**config.mk**
```make
export PLATFORM = sky130hd
export DESIGN_NAME = sbrg_dev_flat
export DESIGN_NICKNAME = d
export VERILOG_FILES = /design/src/hw/sbrg_pkg.sv /design/src/hw/sbrg_if.sv /design/src/hw/sbrg_dev.sv /design/src/flat_wrapper.sv
export VERILOG_INCLUDE_DIRS = /design/src /design/src/hw
export SDC_FILE = /design/constraint.sdc
export NUM_CORES = 1
export LEC_CHECK = 0
export ABC_AREA = 1
export BUFFER_PORTS_ARGS = -buffer_cell sky130_fd_sc_hd__buf_2
export CAP_MARGIN = 20
export CELL_PAD_IN_SITES_DETAIL_PLACEMENT = 2
export CELL_PAD_IN_SITES_GLOBAL_PLACEMENT = 2
export CORE_MARGIN = 2
export CORE_UTILIZATION = 30
export CTS_CLUSTER_DIAMETER = 80
export DETAILED_ROUTE_END_ITERATION = 16
export GPL_ROUTABILITY_DRIVEN = 1
export GPL_TIMING_DRIVEN = 0
export PLACE_DENSITY_LB_ADDON = 0.2
export SYNTH_ARGS = -nofsm -noshare
export SYNTH_HDL_FRONTEND = slang
export SYNTH_SLANG_ARGS = --single-unit
```
**constraint.sdc**
```tcl
create_clock -name clk_i -period 2 [get_ports clk_i]
set_input_delay 0.4 -clock clk_i [delete_from_list [all_inputs] [get_ports clk_i]]
set_output_delay 0.4 -clock clk_i [all_outputs]
set_load 0.05 [all_outputs]
```
**src/hw/sbrg_defines.svh**
```systemverilog
// register offsets, field positions, reset values and counts of the baud rate generator
`ifndef SBRG_DEFINES_SVH
`define SBRG_DEFINES_SVH

// ==========================================================
// register offsets on the configuration port
`define SBRG_ADDR_DIVCTL   2'h0
`define SBRG_ADDR_FRAC     2'h1
`define SBRG_ADDR_MODE     2'h2

// ==========================================================
// baud_divider_control fields
`define SBRG_DIV_LSB       0
`define SBRG_DIV_MSB       3
`define SBRG_TAP_LSB       4
`define SBRG_TAP_MSB       5
`define SBRG_FEN_BIT       6
// baud_fraction_setting fields
`define SBRG_K_LSB         0
`define SBRG_K_MSB         3
// channel_mode_register fields
`define SBRG_SRC_LSB       0
`define SBRG_SRC_MSB       1
`define SBRG_FMT_LSB       2
`define SBRG_FMT_MSB       3
`define SBRG_SHIFT_BIT     4
`define SBRG_PAR_BIT       5

// ==========================================================
// reset values
`define SBRG_DIVCTL_RST    8'h00
`define SBRG_FRAC_RST      8'h00
`define SBRG_MODE_RST      8'h00

// ==========================================================
// division counts
`define SBRG_N_CODE_ZERO   5'h10
`define SBRG_OVS_LAST      4'hF
`define SBRG_PRE_TOP       6'h3F
`define SBRG_PRE4_TOP      2'h3

`endif

```
**src/hw/sbrg_pkg.sv**
```systemverilog
// types shared by both ends of the baud rate generator
package sbrg_pkg;

  // ==========================================================
  // basic clock source in asynchronous mode
  typedef enum logic [1:0] {
    SBRG_SRC_BRG,
    SBRG_SRC_FC2,
    SBRG_SRC_TMR,
    SBRG_SRC_EXT
  } sbrg_src_e;

  // asynchronous data formats
  typedef enum logic [1:0] {
    SBRG_FMT_7B,
    SBRG_FMT_8B,
    SBRG_FMT_9B,
    SBRG_FMT_RSV
  } sbrg_fmt_e;

  // channel operating mode
  typedef enum logic {
    SBRG_MODE_UART,
    SBRG_MODE_SHIFT
  } sbrg_mode_e;

endpackage

```
**src/hw/sbrg_if.sv**
```systemverilog
// link between the shift logic end and the clock generator end
`timescale 1ns/100ps
interface sbrg_if #(
  parameter int NCH = 2
);
  // ==========================================================
  // register access
  logic                  wr_en;
  logic                  wr_ch;
  logic [1:0]            wr_addr;
  logic [7:0]            wr_data;
  logic                  rd_ch;
  logic [1:0]            rd_addr;
  logic [7:0]            rd_data;
  // per channel settings and clock sources
  sbrg_pkg::sbrg_mode_e [NCH-1:0] mode;
  sbrg_pkg::sbrg_fmt_e  [NCH-1:0] fmt;
  sbrg_pkg::sbrg_src_e  [NCH-1:0] src;
  logic [NCH-1:0]        parity_req;
  logic [NCH-1:0]        ext_clk;
  logic                  timer_match;
  // generated clocks and format status
  logic [NCH-1:0]        sioclk;
  logic [NCH-1:0]        bit_tick;
  logic [NCH-1:0]        sclk;
  logic [NCH-1:0]        parity_on;
  logic [NCH-1:0]        wakeup_on;

  modport dev (
    input  wr_en, wr_ch, wr_addr, wr_data, rd_ch, rd_addr,
    input  mode, fmt, src, parity_req, ext_clk, timer_match,
    output rd_data, sioclk, bit_tick, sclk, parity_on, wakeup_on
  );

  modport host (
    output wr_en, wr_ch, wr_addr, wr_data, rd_ch, rd_addr,
    output mode, fmt, src, parity_req, ext_clk, timer_match,
    input  rd_data, sioclk, bit_tick, sclk, parity_on, wakeup_on
  );
endinterface

```
**src/hw/sbrg_dev.sv**
```systemverilog
// serial clock generator: prescaler, baud rate generator and clock source selection
`timescale 1ns/100ps
`include "sbrg_defines.svh"
module sbrg_dev #(
  parameter int NCH = 2
) (
  input  wire logic clk_i,
  input  wire logic rst_i,
  sbrg_if.dev       lnk
);

  typedef struct packed {
    logic [1:0]          pre4;
    logic [5:0]          pre;
    logic [NCH-1:0][7:0] divctl;
    logic [NCH-1:0][7:0] frac;
    logic [NCH-1:0][4:0] cnt;
    logic [NCH-1:0][3:0] acc;
    logic [NCH-1:0]      stretch;
    logic                half;
    logic [NCH-1:0]      ext_q;
    logic [NCH-1:0][3:0] ovs;
    logic [NCH-1:0]      sioclk;
    logic [NCH-1:0]      bit_tick;
    logic [NCH-1:0]      sclk;
    logic [NCH-1:0]      par;
    logic [NCH-1:0]      wak;
    logic [7:0]          rd_data;
  } sbrg_dev_s;

  sbrg_dev_s st_r;
  sbrg_dev_s st_nxt;

  // ==========================================================
  // next state
  always_comb
  begin
    logic       t4;
    logic [3:0] taps;
    logic       tap;
    logic [4:0] n_val;
    logic [3:0] n_code;
    logic [3:0] k_val;
    logic       frac_on;
    logic [4:0] period;
    logic [4:0] sum;
    logic       brg_tick;
    logic       ext_rise;
    logic       sio;
    logic       shift;
    t4       = 1'b0;
    taps     = 4'h0;
    tap      = 1'b0;
    n_val    = 5'h00;
    n_code   = 4'h0;
    k_val    = 4'h0;
    frac_on  = 1'b0;
    period   = 5'h00;
    sum      = 5'h00;
    brg_tick = 1'b0;
    ext_rise = 1'b0;
    sio      = 1'b0;
    shift    = 1'b0;
    st_nxt   = st_r;

    // prescaler runs on fc/4 and offers four taps
    st_nxt.pre4 = st_r.pre4 + 2'h1;
    t4          = (st_r.pre4 == `SBRG_PRE4_TOP);
    if (t4)
      st_nxt.pre = st_r.pre + 6'h01;
    taps[0] = t4;
    taps[1] = t4 && (st_r.pre[1:0] == 2'(`SBRG_PRE_TOP));
    taps[2] = t4 && (st_r.pre[3:0] == 4'(`SBRG_PRE_TOP));
    taps[3] = t4 && (st_r.pre == `SBRG_PRE_TOP);

    // internal clock at fc/2
    st_nxt.half = ~st_r.half;

    // register writes
    if (lnk.wr_en && lnk.wr_addr == `SBRG_ADDR_DIVCTL)
      st_nxt.divctl[lnk.wr_ch] = lnk.wr_data;
    if (lnk.wr_en && lnk.wr_addr == `SBRG_ADDR_FRAC)
      st_nxt.frac[lnk.wr_ch] = lnk.wr_data;

    // register read, answered one cycle after the request
    if (lnk.rd_addr == `SBRG_ADDR_DIVCTL)
      st_nxt.rd_data = st_r.divctl[lnk.rd_ch];
    else if (lnk.rd_addr == `SBRG_ADDR_FRAC)
      st_nxt.rd_data = st_r.frac[lnk.rd_ch];
    else
      st_nxt.rd_data = 8'h00;

    // identical generator per channel, each on its own registers
    for (int c = 0; c < NCH; c++)
    begin
      shift  = (lnk.mode[c] == sbrg_pkg::SBRG_MODE_SHIFT);
      tap    = taps[st_r.divctl[c][`SBRG_TAP_MSB:`SBRG_TAP_LSB]];
      n_code = st_r.divctl[c][`SBRG_DIV_MSB:`SBRG_DIV_LSB];
      n_val  = (n_code == 4'h0) ? `SBRG_N_CODE_ZERO : {1'b0, n_code};
      k_val  = st_r.frac[c][`SBRG_K_MSB:`SBRG_K_LSB];
      // fraction only with enable, K nonzero, N 2..15 and async mode
      frac_on = st_r.divctl[c][`SBRG_FEN_BIT] && (k_val != 4'h0) &&
                (n_code > 4'h1) && !shift;
      period  = n_val + {4'h0, st_r.stretch[c]};
      brg_tick = 1'b0;
      st_nxt.sioclk[c]   = 1'b0;
      st_nxt.bit_tick[c] = 1'b0;

      // divider counts selected tap pulses
      if (tap)
      begin
        if (st_r.cnt[c] + 5'h01 >= period)
        begin
          st_nxt.cnt[c] = 5'h00;
          brg_tick      = 1'b1;
          // accumulate 16-K per period; each carry stretches the next one
          sum = {1'b0, st_r.acc[c]} + (5'h10 - {1'b0, k_val});
          st_nxt.acc[c]     = frac_on ? sum[3:0] : 4'h0;
          st_nxt.stretch[c] = frac_on && sum[4];
        end
        else
          st_nxt.cnt[c] = st_r.cnt[c] + 5'h01;
      end

      // external clock edge, inputs already synchronous
      st_nxt.ext_q[c] = lnk.ext_clk[c];
      ext_rise        = lnk.ext_clk[c] && !st_r.ext_q[c];

      if (!shift)
      begin
        // async mode: pick basic clock, bit every 16 pulses
        case (lnk.src[c])
          sbrg_pkg::SBRG_SRC_BRG: sio = brg_tick;
          sbrg_pkg::SBRG_SRC_FC2: sio = st_r.half;
          sbrg_pkg::SBRG_SRC_TMR: sio = lnk.timer_match;
          sbrg_pkg::SBRG_SRC_EXT: sio = ext_rise;
          default:                sio = 1'b0;
        endcase
        st_nxt.sioclk[c] = sio;
        if (sio)
        begin
          st_nxt.ovs[c] = st_r.ovs[c] + 4'h1;
          st_nxt.bit_tick[c] = (st_r.ovs[c] == `SBRG_OVS_LAST);
        end
        st_nxt.sclk[c] = 1'b1;
      end
      else
      begin
        // shift mode: timer and fc/2 are not offered, generator is used instead
        st_nxt.ovs[c] = 4'h0;
        if (lnk.src[c] == sbrg_pkg::SBRG_SRC_EXT)
        begin
          st_nxt.sclk[c]     = lnk.ext_clk[c];
          st_nxt.sioclk[c]   = ext_rise;
          st_nxt.bit_tick[c] = ext_rise;
        end
        else if (brg_tick)
        begin
          // shift clock toggles per generator pulse: bit every two
          st_nxt.sclk[c]     = ~st_r.sclk[c];
          st_nxt.sioclk[c]   = 1'b1;
          st_nxt.bit_tick[c] = !st_r.sclk[c];
        end
      end

      // parity only in 7 and 8 bit formats, wake-up only in 9 bit
      st_nxt.par[c] = !shift && lnk.parity_req[c] &&
                      (lnk.fmt[c] == sbrg_pkg::SBRG_FMT_7B ||
                       lnk.fmt[c] == sbrg_pkg::SBRG_FMT_8B);
      st_nxt.wak[c] = !shift && (lnk.fmt[c] == sbrg_pkg::SBRG_FMT_9B);
    end
  end

  // ==========================================================
  // state register
  always_ff @(posedge clk_i)
  begin
    if (rst_i)
    begin
      st_r        <= '0;
      st_r.divctl <= {NCH{`SBRG_DIVCTL_RST}};
      st_r.frac   <= {NCH{`SBRG_FRAC_RST}};
      st_r.sclk   <= '1;
    end
    else
      st_r <= st_nxt;
  end

  // ==========================================================
  // link outputs, all from the state register
  assign lnk.rd_data   = st_r.rd_data;
  assign lnk.sioclk    = st_r.sioclk;
  assign lnk.bit_tick  = st_r.bit_tick;
  assign lnk.sclk      = st_r.sclk;
  assign lnk.parity_on = st_r.par;
  assign lnk.wakeup_on = st_r.wak;

endmodule

```
**src/flat_wrapper.sv**
```systemverilog
// flat-port wrapper written by rule: the top's interface ports become plain ports
module sbrg_dev_flat 
#(
  parameter int NCH = 2
)
  (clk_i, rst_i, lnk_wr_en, lnk_wr_ch, lnk_wr_addr, lnk_wr_data, lnk_rd_ch, lnk_rd_addr, lnk_mode, lnk_fmt, lnk_src, lnk_parity_req, lnk_ext_clk, lnk_timer_match, lnk_rd_data, lnk_sioclk, lnk_bit_tick, lnk_sclk, lnk_parity_on, lnk_wakeup_on);
  sbrg_if #(.NCH(NCH)) lnk_i ();
  input  wire logic clk_i;
  input  wire logic rst_i;
  input wire logic [$bits(lnk_i.wr_en)-1:0] lnk_wr_en;
  input wire logic [$bits(lnk_i.wr_ch)-1:0] lnk_wr_ch;
  input wire logic [$bits(lnk_i.wr_addr)-1:0] lnk_wr_addr;
  input wire logic [$bits(lnk_i.wr_data)-1:0] lnk_wr_data;
  input wire logic [$bits(lnk_i.rd_ch)-1:0] lnk_rd_ch;
  input wire logic [$bits(lnk_i.rd_addr)-1:0] lnk_rd_addr;
  input wire logic [$bits(lnk_i.mode)-1:0] lnk_mode;
  input wire logic [$bits(lnk_i.fmt)-1:0] lnk_fmt;
  input wire logic [$bits(lnk_i.src)-1:0] lnk_src;
  input wire logic [$bits(lnk_i.parity_req)-1:0] lnk_parity_req;
  input wire logic [$bits(lnk_i.ext_clk)-1:0] lnk_ext_clk;
  input wire logic [$bits(lnk_i.timer_match)-1:0] lnk_timer_match;
  output wire logic [$bits(lnk_i.rd_data)-1:0] lnk_rd_data;
  output wire logic [$bits(lnk_i.sioclk)-1:0] lnk_sioclk;
  output wire logic [$bits(lnk_i.bit_tick)-1:0] lnk_bit_tick;
  output wire logic [$bits(lnk_i.sclk)-1:0] lnk_sclk;
  output wire logic [$bits(lnk_i.parity_on)-1:0] lnk_parity_on;
  output wire logic [$bits(lnk_i.wakeup_on)-1:0] lnk_wakeup_on;
  assign lnk_i.wr_en = lnk_wr_en;
  assign lnk_i.wr_ch = lnk_wr_ch;
  assign lnk_i.wr_addr = lnk_wr_addr;
  assign lnk_i.wr_data = lnk_wr_data;
  assign lnk_i.rd_ch = lnk_rd_ch;
  assign lnk_i.rd_addr = lnk_rd_addr;
  assign lnk_i.mode = lnk_mode;
  assign lnk_i.fmt = lnk_fmt;
  assign lnk_i.src = lnk_src;
  assign lnk_i.parity_req = lnk_parity_req;
  assign lnk_i.ext_clk = lnk_ext_clk;
  assign lnk_i.timer_match = lnk_timer_match;
  assign lnk_rd_data = lnk_i.rd_data;
  assign lnk_sioclk = lnk_i.sioclk;
  assign lnk_bit_tick = lnk_i.bit_tick;
  assign lnk_sclk = lnk_i.sclk;
  assign lnk_parity_on = lnk_i.parity_on;
  assign lnk_wakeup_on = lnk_i.wakeup_on;
  sbrg_dev #(.NCH(NCH)) u_core (.clk_i(clk_i), .rst_i(rst_i), .lnk(lnk_i));
endmodule
```
==> flow_results.org, run 1 <==
** Routing
- Using the TritonRoute via totals, the vias-per-cell ratio works out to 4.91.
- After the first detailed-routing iteration, the DRC count stood at 110.
- 1st-pass router iterations :: 4
- Summed over all layers, the routed wires come to 14.7 mm.
- Detail Route Antenna Nets :: 0
- Number of vias after detailed routing :: 4269
- Number of DRC violations after detailed routing :: 0
- Routed wirelength normalized by instance count :: 16.9 um

** Critical path
- The largest single stage delay on the critical path is 0.36 ns.
- Critical path cell sequence :: ha_4 -> ha_4 -> xnor2_2 -> ha_1 -> nand2_1 -> nor2_2 -> nand2_2 -> nand3_4 -> buf_6 -> nor2_4 -> nand2_2 -> a21oi_2
- In this design, the largest share of critical-path delay is due to simple AND/OR/NAND/NOR gates.
- Critical Path RT :: 2.28 ns
- Maximum fanout along the worst path :: 5
- Type of origin of the critical path :: register
- The number of cells on the worst reg-to-reg path is 12.
- The critical path crosses 12 cells after its start point.
- For the worst setup path, the data arrival time is 2.40 ns.
- Buffers & Inverters on Critical Path :: 1
- Critical Path Sink Type :: register
- Setup CP Type :: register to register
- On the critical path, the stage with the largest delay is an instance of sky130_fd_sc_hd__dfxtp_4.

** Flow run
- Max-cap viol count :: 0

** Global route
- Global routing used 18.7% of the available tracks across all layers.
- Entering global routing, the biggest net connects 15 pins.
- Initial antenna violation count :: 0
- The via count of the first global-routing pass came to 4674.
- The first global-routing pass estimated 24.0 mm of wire.
- Grt total ovfl :: 0

** Power
- Dividing total power by cell area gives a power density of 727 mW/mm^2.
- Power consumption :: 4.37 mW
- Maximum VDD drop :: 0.000357 V
- Leak Pwr :: 2.53 nW

** Finish
- Of the cells placed in the final design, the portion with a size suffix greater than 1 is 29.5%.
- From synthesis to final layout, the design area changed by 30.7%.
- NumNets Final :: 739
- Total non-filler cell area in the finished layout :: 0.00602 sq mm
- Ant. Diodes :: 0
- Fill cell total of the finished layout :: 1704
- Post-layout utilization of the core :: 39.9%
- Final non-filler cell total :: 870

** Yosys
- Async set-or-reset flop fraction in the synthesized netlist :: 0%
- Post-Synthesis Net Count :: 669
- By count the netlist is led by 89 x sky130_fd_sc_hd__dfxtp_1, 79 x sky130_fd_sc_hd__nand2_1, 78 x sky130_fd_sc_hd__a21oi_1, 70 x sky130_fd_sc_hd__inv_1, 59 x sky130_fd_sc_hd__nor2_1.
- After synthesis, the largest area contributor takes up 38.7% of total cell area.
- Warnings, synthesis :: 0
- The number of different library cells used by synthesis comes to 32.
- Gate count after technology mapping :: 607
- Yosys mapped a number of flops with a built-in enable equal to 0.
- Dominant cell type by area after synthesis :: sky130_fd_sc_hd__dfxtp_1
- Synthesized area :: 0.00460 sq mm
- Of the synthesized area, sequential elements account for 38.7%.
- Dividing the synthesized area by the synthesized cell count gives 7.59 sq um.
- Among all flip-flop cells after synthesis, the most frequent one is sky130_fd_sc_hd__dfxtp_1.
- Ranked by total cell area, the synthesized netlist is headed by sky130_fd_sc_hd__dfxtp_1 39%, sky130_fd_sc_hd__a21oi_1 8.5%, sky130_fd_sc_hd__ha_1 7.6%.
- Yosys instantiated no cell more often than sky130_fd_sc_hd__dfxtp_1.
- Flip-flop and latch count after synthesis :: 89

** Placed design
- Post-placement cell count :: 843
- Dpl hpwl :: 10.8 mm
- Post-place instance area :: 0.00510 sq mm
- Placer Congestion :: 0.776
- PortBufs :: 48

** Clocking
- Clock latency on the worst-skew pair, taken at its later pin, is 0.35 ns.
- Sinks on the clock net :: 89
- In this run the number of H-tree levels came out at 3.
- TritonCTS built the clock tree.
- The clock passes through at most 2 buffers.
- The root buffer cell chosen for the clock tree is sky130_fd_sc_hd__clkbuf_16.
- Clock-pin slew was measured on the worst setup and hold paths at 0.07 ns.
- In this run, CTS created clock tree buffers numbering 9.

** Floorplanning
- For this configuration, the core starts out at a cell density of 30.5%.
- Horiz. Die Dim :: 128 um
- Number of cell rows :: 45
- Total die area :: 0.0164 sq mm
- For this design the top-level I/O count stands at 50.
- Area of the core :: 0.0151 sq mm
- Measured along the y axis, the die boundary spans 128 um.

** Run status
- Violations in the final reports :: setup timing
- The run finished, with violations left.

** STA
- The worst path uses 106% of the clock period.
- Maximum clock frequency :: 0.471 GHz
- For the final database, setup skew stands at 0.00633 ns.
- Setup violations remaining at the end of the flow were counted as 28.
- In the post-route analysis, the smallest setup slack over all paths is -0.123 ns.
- The number of hold violations in the final report was 0.
- Worst Max-Slew Pin Slew :: 0.696 ns
- Measured against its own limit, the worst slew margin works out to 53.6%.
- Tmin final :: 2.12 ns
- Setup repair after global routing could not meet its margin everywhere.
- Final Max Slew Viols :: 0

** Hold path
- The worst hold path passes through 2 cells.
- Min-delay worst type :: primary input to register
registers in the layout, indices dropped and copies added, names as in the netlist:
register and cells:
u_core.lnk.wakeup_on 2, u_core.lnk.sclk 2, u_core.lnk.rd_data 8, u_core.lnk.sioclk 2, u_core.lnk.parity_on 2, u_core.st_r 71
u_core.lnk.bit_tick 2
placed cells by master (no fill, tap or decap), types with 3 or more instances in the layout:
| cell type | n |
|---|---|
| sky130_fd_sc_hd__buf_6 | 9 |
| sky130_fd_sc_hd__buf_4 | 22 |
| sky130_fd_sc_hd__inv_2 | 5 |
| sky130_fd_sc_hd__nor2_2 | 3 |
| sky130_fd_sc_hd__dfxtp_1 | 76 |
| sky130_fd_sc_hd__nand2_8 | 4 |
| sky130_fd_sc_hd__nand2_4 | 8 |
| sky130_fd_sc_hd__buf_2 | 48 |
| sky130_fd_sc_hd__nand3_1 | 28 |
| sky130_fd_sc_hd__a21oi_1 | 68 |
| sky130_fd_sc_hd__a21oi_2 | 8 |
| sky130_fd_sc_hd__inv_1 | 67 |
| sky130_fd_sc_hd__nor2_4 | 5 |
| sky130_fd_sc_hd__dfxtp_2 | 8 |
| sky130_fd_sc_hd__dfxtp_4 | 5 |
| sky130_fd_sc_hd__nor2_1 | 54 |
| sky130_fd_sc_hd__o21ai_1 | 3 |
| sky130_fd_sc_hd__xnor2_1 | 3 |
| sky130_fd_sc_hd__xor2_1 | 6 |
| sky130_fd_sc_hd__o21a_1 | 10 |
| sky130_fd_sc_hd__clkbuf_8 | 3 |
| sky130_fd_sc_hd__o21ai_0 | 50 |
| sky130_fd_sc_hd__nand2_2 | 14 |
| sky130_fd_sc_hd__ha_1 | 20 |
| sky130_fd_sc_hd__nand3_2 | 13 |
| sky130_fd_sc_hd__xnor2_2 | 5 |
| sky130_fd_sc_hd__clkbuf_1 | 15 |
| sky130_fd_sc_hd__ha_4 | 8 |
| sky130_fd_sc_hd__nand3_4 | 3 |
| sky130_fd_sc_hd__clkbuf_16 | 9 |
| sky130_fd_sc_hd__o21ai_2 | 7 |
| sky130_fd_sc_hd__nand2_1 | 62 |
| sky130_fd_sc_hd__nand4_1 | 8 |
kinds of logic (layout without fill, tap and decap cells):
kind of cell / after synthesis / count (layout) / synth area share (%)
buffers and inverters: 112 / 186 / 10.7
flip-flops: 89 / 89 / 38.7
AND/OR/NAND/NOR: 208 / 209 / 21.8
adder cells (fa/ha/maj): 30 / 30 / 8.48
XOR/XNOR: 17 / 17 / 3.23
AO/OA/AOI/OAI: 151 / 151 / 17.1
layer usage:
layer	global-route usage, %	vias to the layer above	share of wire [%]
met3	2.25	16	1.5
li1	-	2120	-
met5	0	-	0
met2	34.0	35	53
met1	23.0	2098	44
met4	5.75	0	1.5
report_power, final:
part	switching, mW	total (mW)	internal, mW
combinational	0.378	0.586	0.208
clock	0.728	1.93	1.20
sequential	0.0398	1.86	1.82
total	1.15	4.37	3.23
worst reg2reg max path, cell delays in order, from the launching register on:
cell	delay, ns
sky130_fd_sc_hd__dfxtp_4	0.36
sky130_fd_sc_hd__ha_4	0.17
sky130_fd_sc_hd__ha_4	0.17
sky130_fd_sc_hd__xnor2_2	0.13
sky130_fd_sc_hd__ha_1	0.30
sky130_fd_sc_hd__nand2_1	0.10
sky130_fd_sc_hd__nor2_2	0.05
sky130_fd_sc_hd__nand2_2	0.08
sky130_fd_sc_hd__nand3_4	0.13
sky130_fd_sc_hd__buf_6	0.15
sky130_fd_sc_hd__nor2_4	0.21
sky130_fd_sc_hd__nand2_2	0.08
sky130_fd_sc_hd__a21oi_2	0.13
stage by stage:
stage          setup WS, ns  hold slack [ns]  setup TNS [ns]
2_1_floorplan       0.00617            0.399               0
3_3_place_gp         -0.326            0.408           -6.51
3_5_place_dp         -0.359            0.427           -8.31
4_1_cts              -0.121            0.198           -2.09
5_1_grt              -0.274            0.202           -6.21
6_report             -0.123            0.206           -1.76
area by class of cell:
class,count,area [sq um],area share [%]
buffer,35,208,3.45
clock buffer,12,267,4.43
clock inverter,4,73.8,1.23
inverter,75,297,4.93
multi-input combinational,407,2770,46.0
sequential,89,1810,30.1
tap,188,235,3.91
timing repair buffer,60,360,5.99
worst paths after layout:
path / from / end / slack, ns
setup reg to reg: u_core.st_r[65]$_SDFFE_PP0P_ / u_core.st_r[43]$_SDFFE_PP0N_ / -0.12
hold reg to reg: u_core.st_r[87]$_SDFF_PP0_ / u_core.st_r[87]$_SDFF_PP0_ / 0.42
hold / removal: lnk_fmt[2] / u_core.lnk.wakeup_on[1]$_SDFF_PP0_ / 0.21
setup / recovery: u_core.st_r[65]$_SDFFE_PP0P_ / u_core.st_r[43]$_SDFFE_PP0N_ / -0.12
repair_timing:
action | in CTS | in global routing
setup endpoints to repair | 34 | 34
buffers inserted | 9 | 3
hold buffers | 0 | 0
cloned | 1 | 0
pin swaps | 31 | 36
gates resized for setup | 61 | 61
Power figures use the tool's default switching activity.
==> run 2, diff against run 1 <==
--- a/config.mk
+++ b/config.mk
@@ -17,6 +17,7 @@
 export DETAILED_ROUTE_END_ITERATION = 16
 export GPL_ROUTABILITY_DRIVEN = 1
 export GPL_TIMING_DRIVEN = 0
+export MAX_ROUTING_LAYER = met4
 export PLACE_DENSITY_LB_ADDON = 0.2
 export SYNTH_ARGS = -nofsm -noshare
 export SYNTH_HDL_FRONTEND = slang
==> flow_results.org, run 2 (synthesized netlist as in run 1, its figures left out) <==
** Run status
- The flow ran to the end, but the final reports show violations.
- The final reports fail on setup timing.

** Finish
- Leading cell types in the layout, fill and taps excluded :: 76 x sky130_fd_sc_hd__dfxtp_1, 68 x sky130_fd_sc_hd__a21oi_1, 67 x sky130_fd_sc_hd__inv_1
- For this run, the share of the core covered by cells in the final layout is 39.9%.
- Relative to the synthesized area, the layout overhead comes to 30.7%.
- The number of antenna diodes in the final layout is 0.
- The register with the most flip-flops in the layout has 71 of them.
- The library cell used most frequently in the layout, excluding fill and tap cells, is sky130_fd_sc_hd__dfxtp_1.
- Fill cells in the final layout number 1707.
- NumNets Final :: 740
- Proportion of layout cells with a drive suffix above 1 :: 29.6%
- Ranked by flip-flop count, first place goes to u_core.st_r.

** Power
- Maximum VDD drop :: 0.000359 V
- Power comes to 4.37 mW.
- In this run the static leakage power is 2.53 nW.
- Pwr/cell area :: 727 mW/mm^2

** Floorplanning
- Total die area :: 0.0164 sq mm
- Number of cell rows :: 45
- Once the floorplan was initialized, standard cells occupied 30.5% of the core.
- The die is 128 um tall.
- Area of the core :: 0.0151 sq mm
- Top Ports :: 50
- Horiz. Die Dim :: 128 um

** Critical path
- Data on the critical path arrives at its endpoint at 2.41 ns.
- Critical Path RT :: 2.28 ns
- Maximum fanout along the worst path :: 7
- The worst setup path is of the register to register kind.
- Critical path cell sequence :: ha_4 -> ha_4 -> nand3_2 -> o21ai_2 -> inv_2 -> ha_4 -> nand2_4 -> nor2_4 -> nand2_2 -> nand3_4 -> nand3_4 -> nand2_8 -> nand2_2 -> a21oi_2
- Slowest stage cell, crit path :: sky130_fd_sc_hd__dfxtp_4
- STA classifies the critical path startpoint as a register.
- In this design, the critical path's most frequently occurring cell is sky130_fd_sc_hd__ha_4.
- The worst setup path is captured at a register.
- On the worst path, the slowest cell contributes a delay of 0.37 ns.

** STA
- Worst Max-Slew Pin Slew :: 0.680 ns
- Final critical-path share of the clock period :: 106%
- WHS :: 0.207 ns
- Number of setup violations in the final report :: 28
- Headroom to the max-slew limit came out at 54.2%.
- Final Max Slew Viols :: 0
- On the final layout, the worst clock skew is 0.00477 ns.
- Maximum clock frequency :: 0.470 GHz
- RSZ-0062 raised after global routing :: true
- The number of hold violations in the final report came to 0.
- Counting I/O delays and the setup requirement, the final critical path takes 2.13 ns.
- Once routing completed, OpenROAD measured the worst setup slack at -0.129 ns.

** Routing
- The count of nets left with antenna violations once routing finished came out at 0.
- Routed met1 length :: 6.55 mm
- Number of vias after detailed routing :: 4288
- In the routed layout, each cell is associated on average with a via count of 4.92.
- In the detailed route, the total length drawn on met2 is 7.80 mm.
- Drt initial violations :: 114
- Final wirelength :: 14.8 mm
- The first detailed-routing pass took 4 iterations.
- Summed over all nets, wire length on met3 after detailed routing comes to 225 um.
- Number of DRC violations after detailed routing :: 0
- After detailed routing, the average wire length per cell comes to 16.9 um.
- The detailed router used layers up to and including met4.

** Clocking
- Sinks on the clock net :: 89
- Hold buffer count at cts :: 0
- Clock Pin Slew Worst Setup and Hold Paths :: 0.07 ns
- H-tree depth :: 3
- TritonCTS clock tree :: built
- Clock tree synthesis inserted a total of 9 buffers.
- In this run the clock root is driven by a sky130_fd_sc_hd__clkbuf_16.
- Clock insertion delay at the later pin of the skew report :: 0.35 ns
- The clock passes through at most 2 buffers.

** Placed design
- Dpl hpwl :: 10.8 mm
- PortBufs :: 48
- Placer Congestion :: 0.787
- Worst-case setup slack after placement :: -0.359 ns

** Global route
- Pin count of the biggest net entering global routing :: 15
- GRT Util Overall :: 19.2%
- Vias in the first global route :: 4676
- Initial antenna violation count :: 0
- First-pass GRT wire length :: 24.0 mm
- The total overflow left after global routing is 0.

** Hold path
- The worst hold path belongs to the class primary input to register.

** Flow run
- Max-cap viol count :: 0
==> run 2: changes by cell type in the layout (fill, tap and decap cells not counted) <==
cell                    change
sky130_fd_sc_hd__buf_4      +1
sky130_fd_sc_hd__buf_2      +1
sky130_fd_sc_hd__buf_6      -1
==> run 2: final timing paths <==
kind,startpoint,endpoint,slack (ns),cells after the start
setup / recovery,u_core.st_r[73]$_SDFFE_PP0P_,u_core.st_r[24]$_SDFFE_PP0P_,-0.13,14
hold / removal,lnk_fmt[2],u_core.lnk.wakeup_on[1]$_SDFF_PP0_,0.21,2
setup reg to reg,u_core.st_r[73]$_SDFFE_PP0P_,u_core.st_r[24]$_SDFFE_PP0P_,-0.13,14
hold reg to reg,u_core.st_r[87]$_SDFF_PP0_,u_core.st_r[87]$_SDFF_PP0_,0.42,1
==> run 2: critical path, delay by kind of cell, from the launching register on <==
| kind | cells | cell delay, ns |
|---|---|---|
| AO/OA/AOI/OAI | 2 | 0.21 |
| adder cells (fa/ha/maj) | 3 | 0.59 |
| buffers and inverters | 1 | 0.06 |
| flip-flops | 1 | 0.37 |
| AND/OR/NAND/NOR | 8 | 0.84 |
==> run 2: final cells by class <==
class	instances	area (sq um)	share of cell area (%)
multi-input combinational	407	2770	46.0
sequential	89	1810	30.1
timing repair buffer	61	368	6.11
inverter	75	297	4.93
clock buffer	12	267	4.43
tap	188	235	3.91
buffer	35	201	3.35
clock inverter	4	73.8	1.23
==> run 2: per-stage QoR <==
| stage | area [sq um] | TNS [ns] | instances |
|---|---|---|---|
| floorplan | 4620 | 0 | 607 |
| CTS | 5770 | -2.09 | 867 |
| global placement | 5100 | -6.51 | 843 |
| global route | 6020 | -5.54 | 871 |
| detailed placement | 5100 | -8.31 | 843 |
| finish | 6020 | -1.73 | 871 |
==> run 2: what timing repair did <==
action                     in CTS  in global routing
pin swaps                      31                 36
buffers inserted                9                  4
resized for setup              61                 60
setup endpoints to repair      34                 34
gates cloned                    1                  0
==> run 2: where the power goes <==
group / internal (mW) / switching (mW)
combinational: 0.208 / 0.380
clock: 1.20 / 0.727
sequential: 1.82 / 0.0389
total: 3.23 / 1.15
==> run 2: layer usage <==
metal	track usage, %	up-vias
met4	5.75	0
met3	2.25	14
met5	-	-
met2	34.0	37
li1	-	2123
met1	23.0	2114
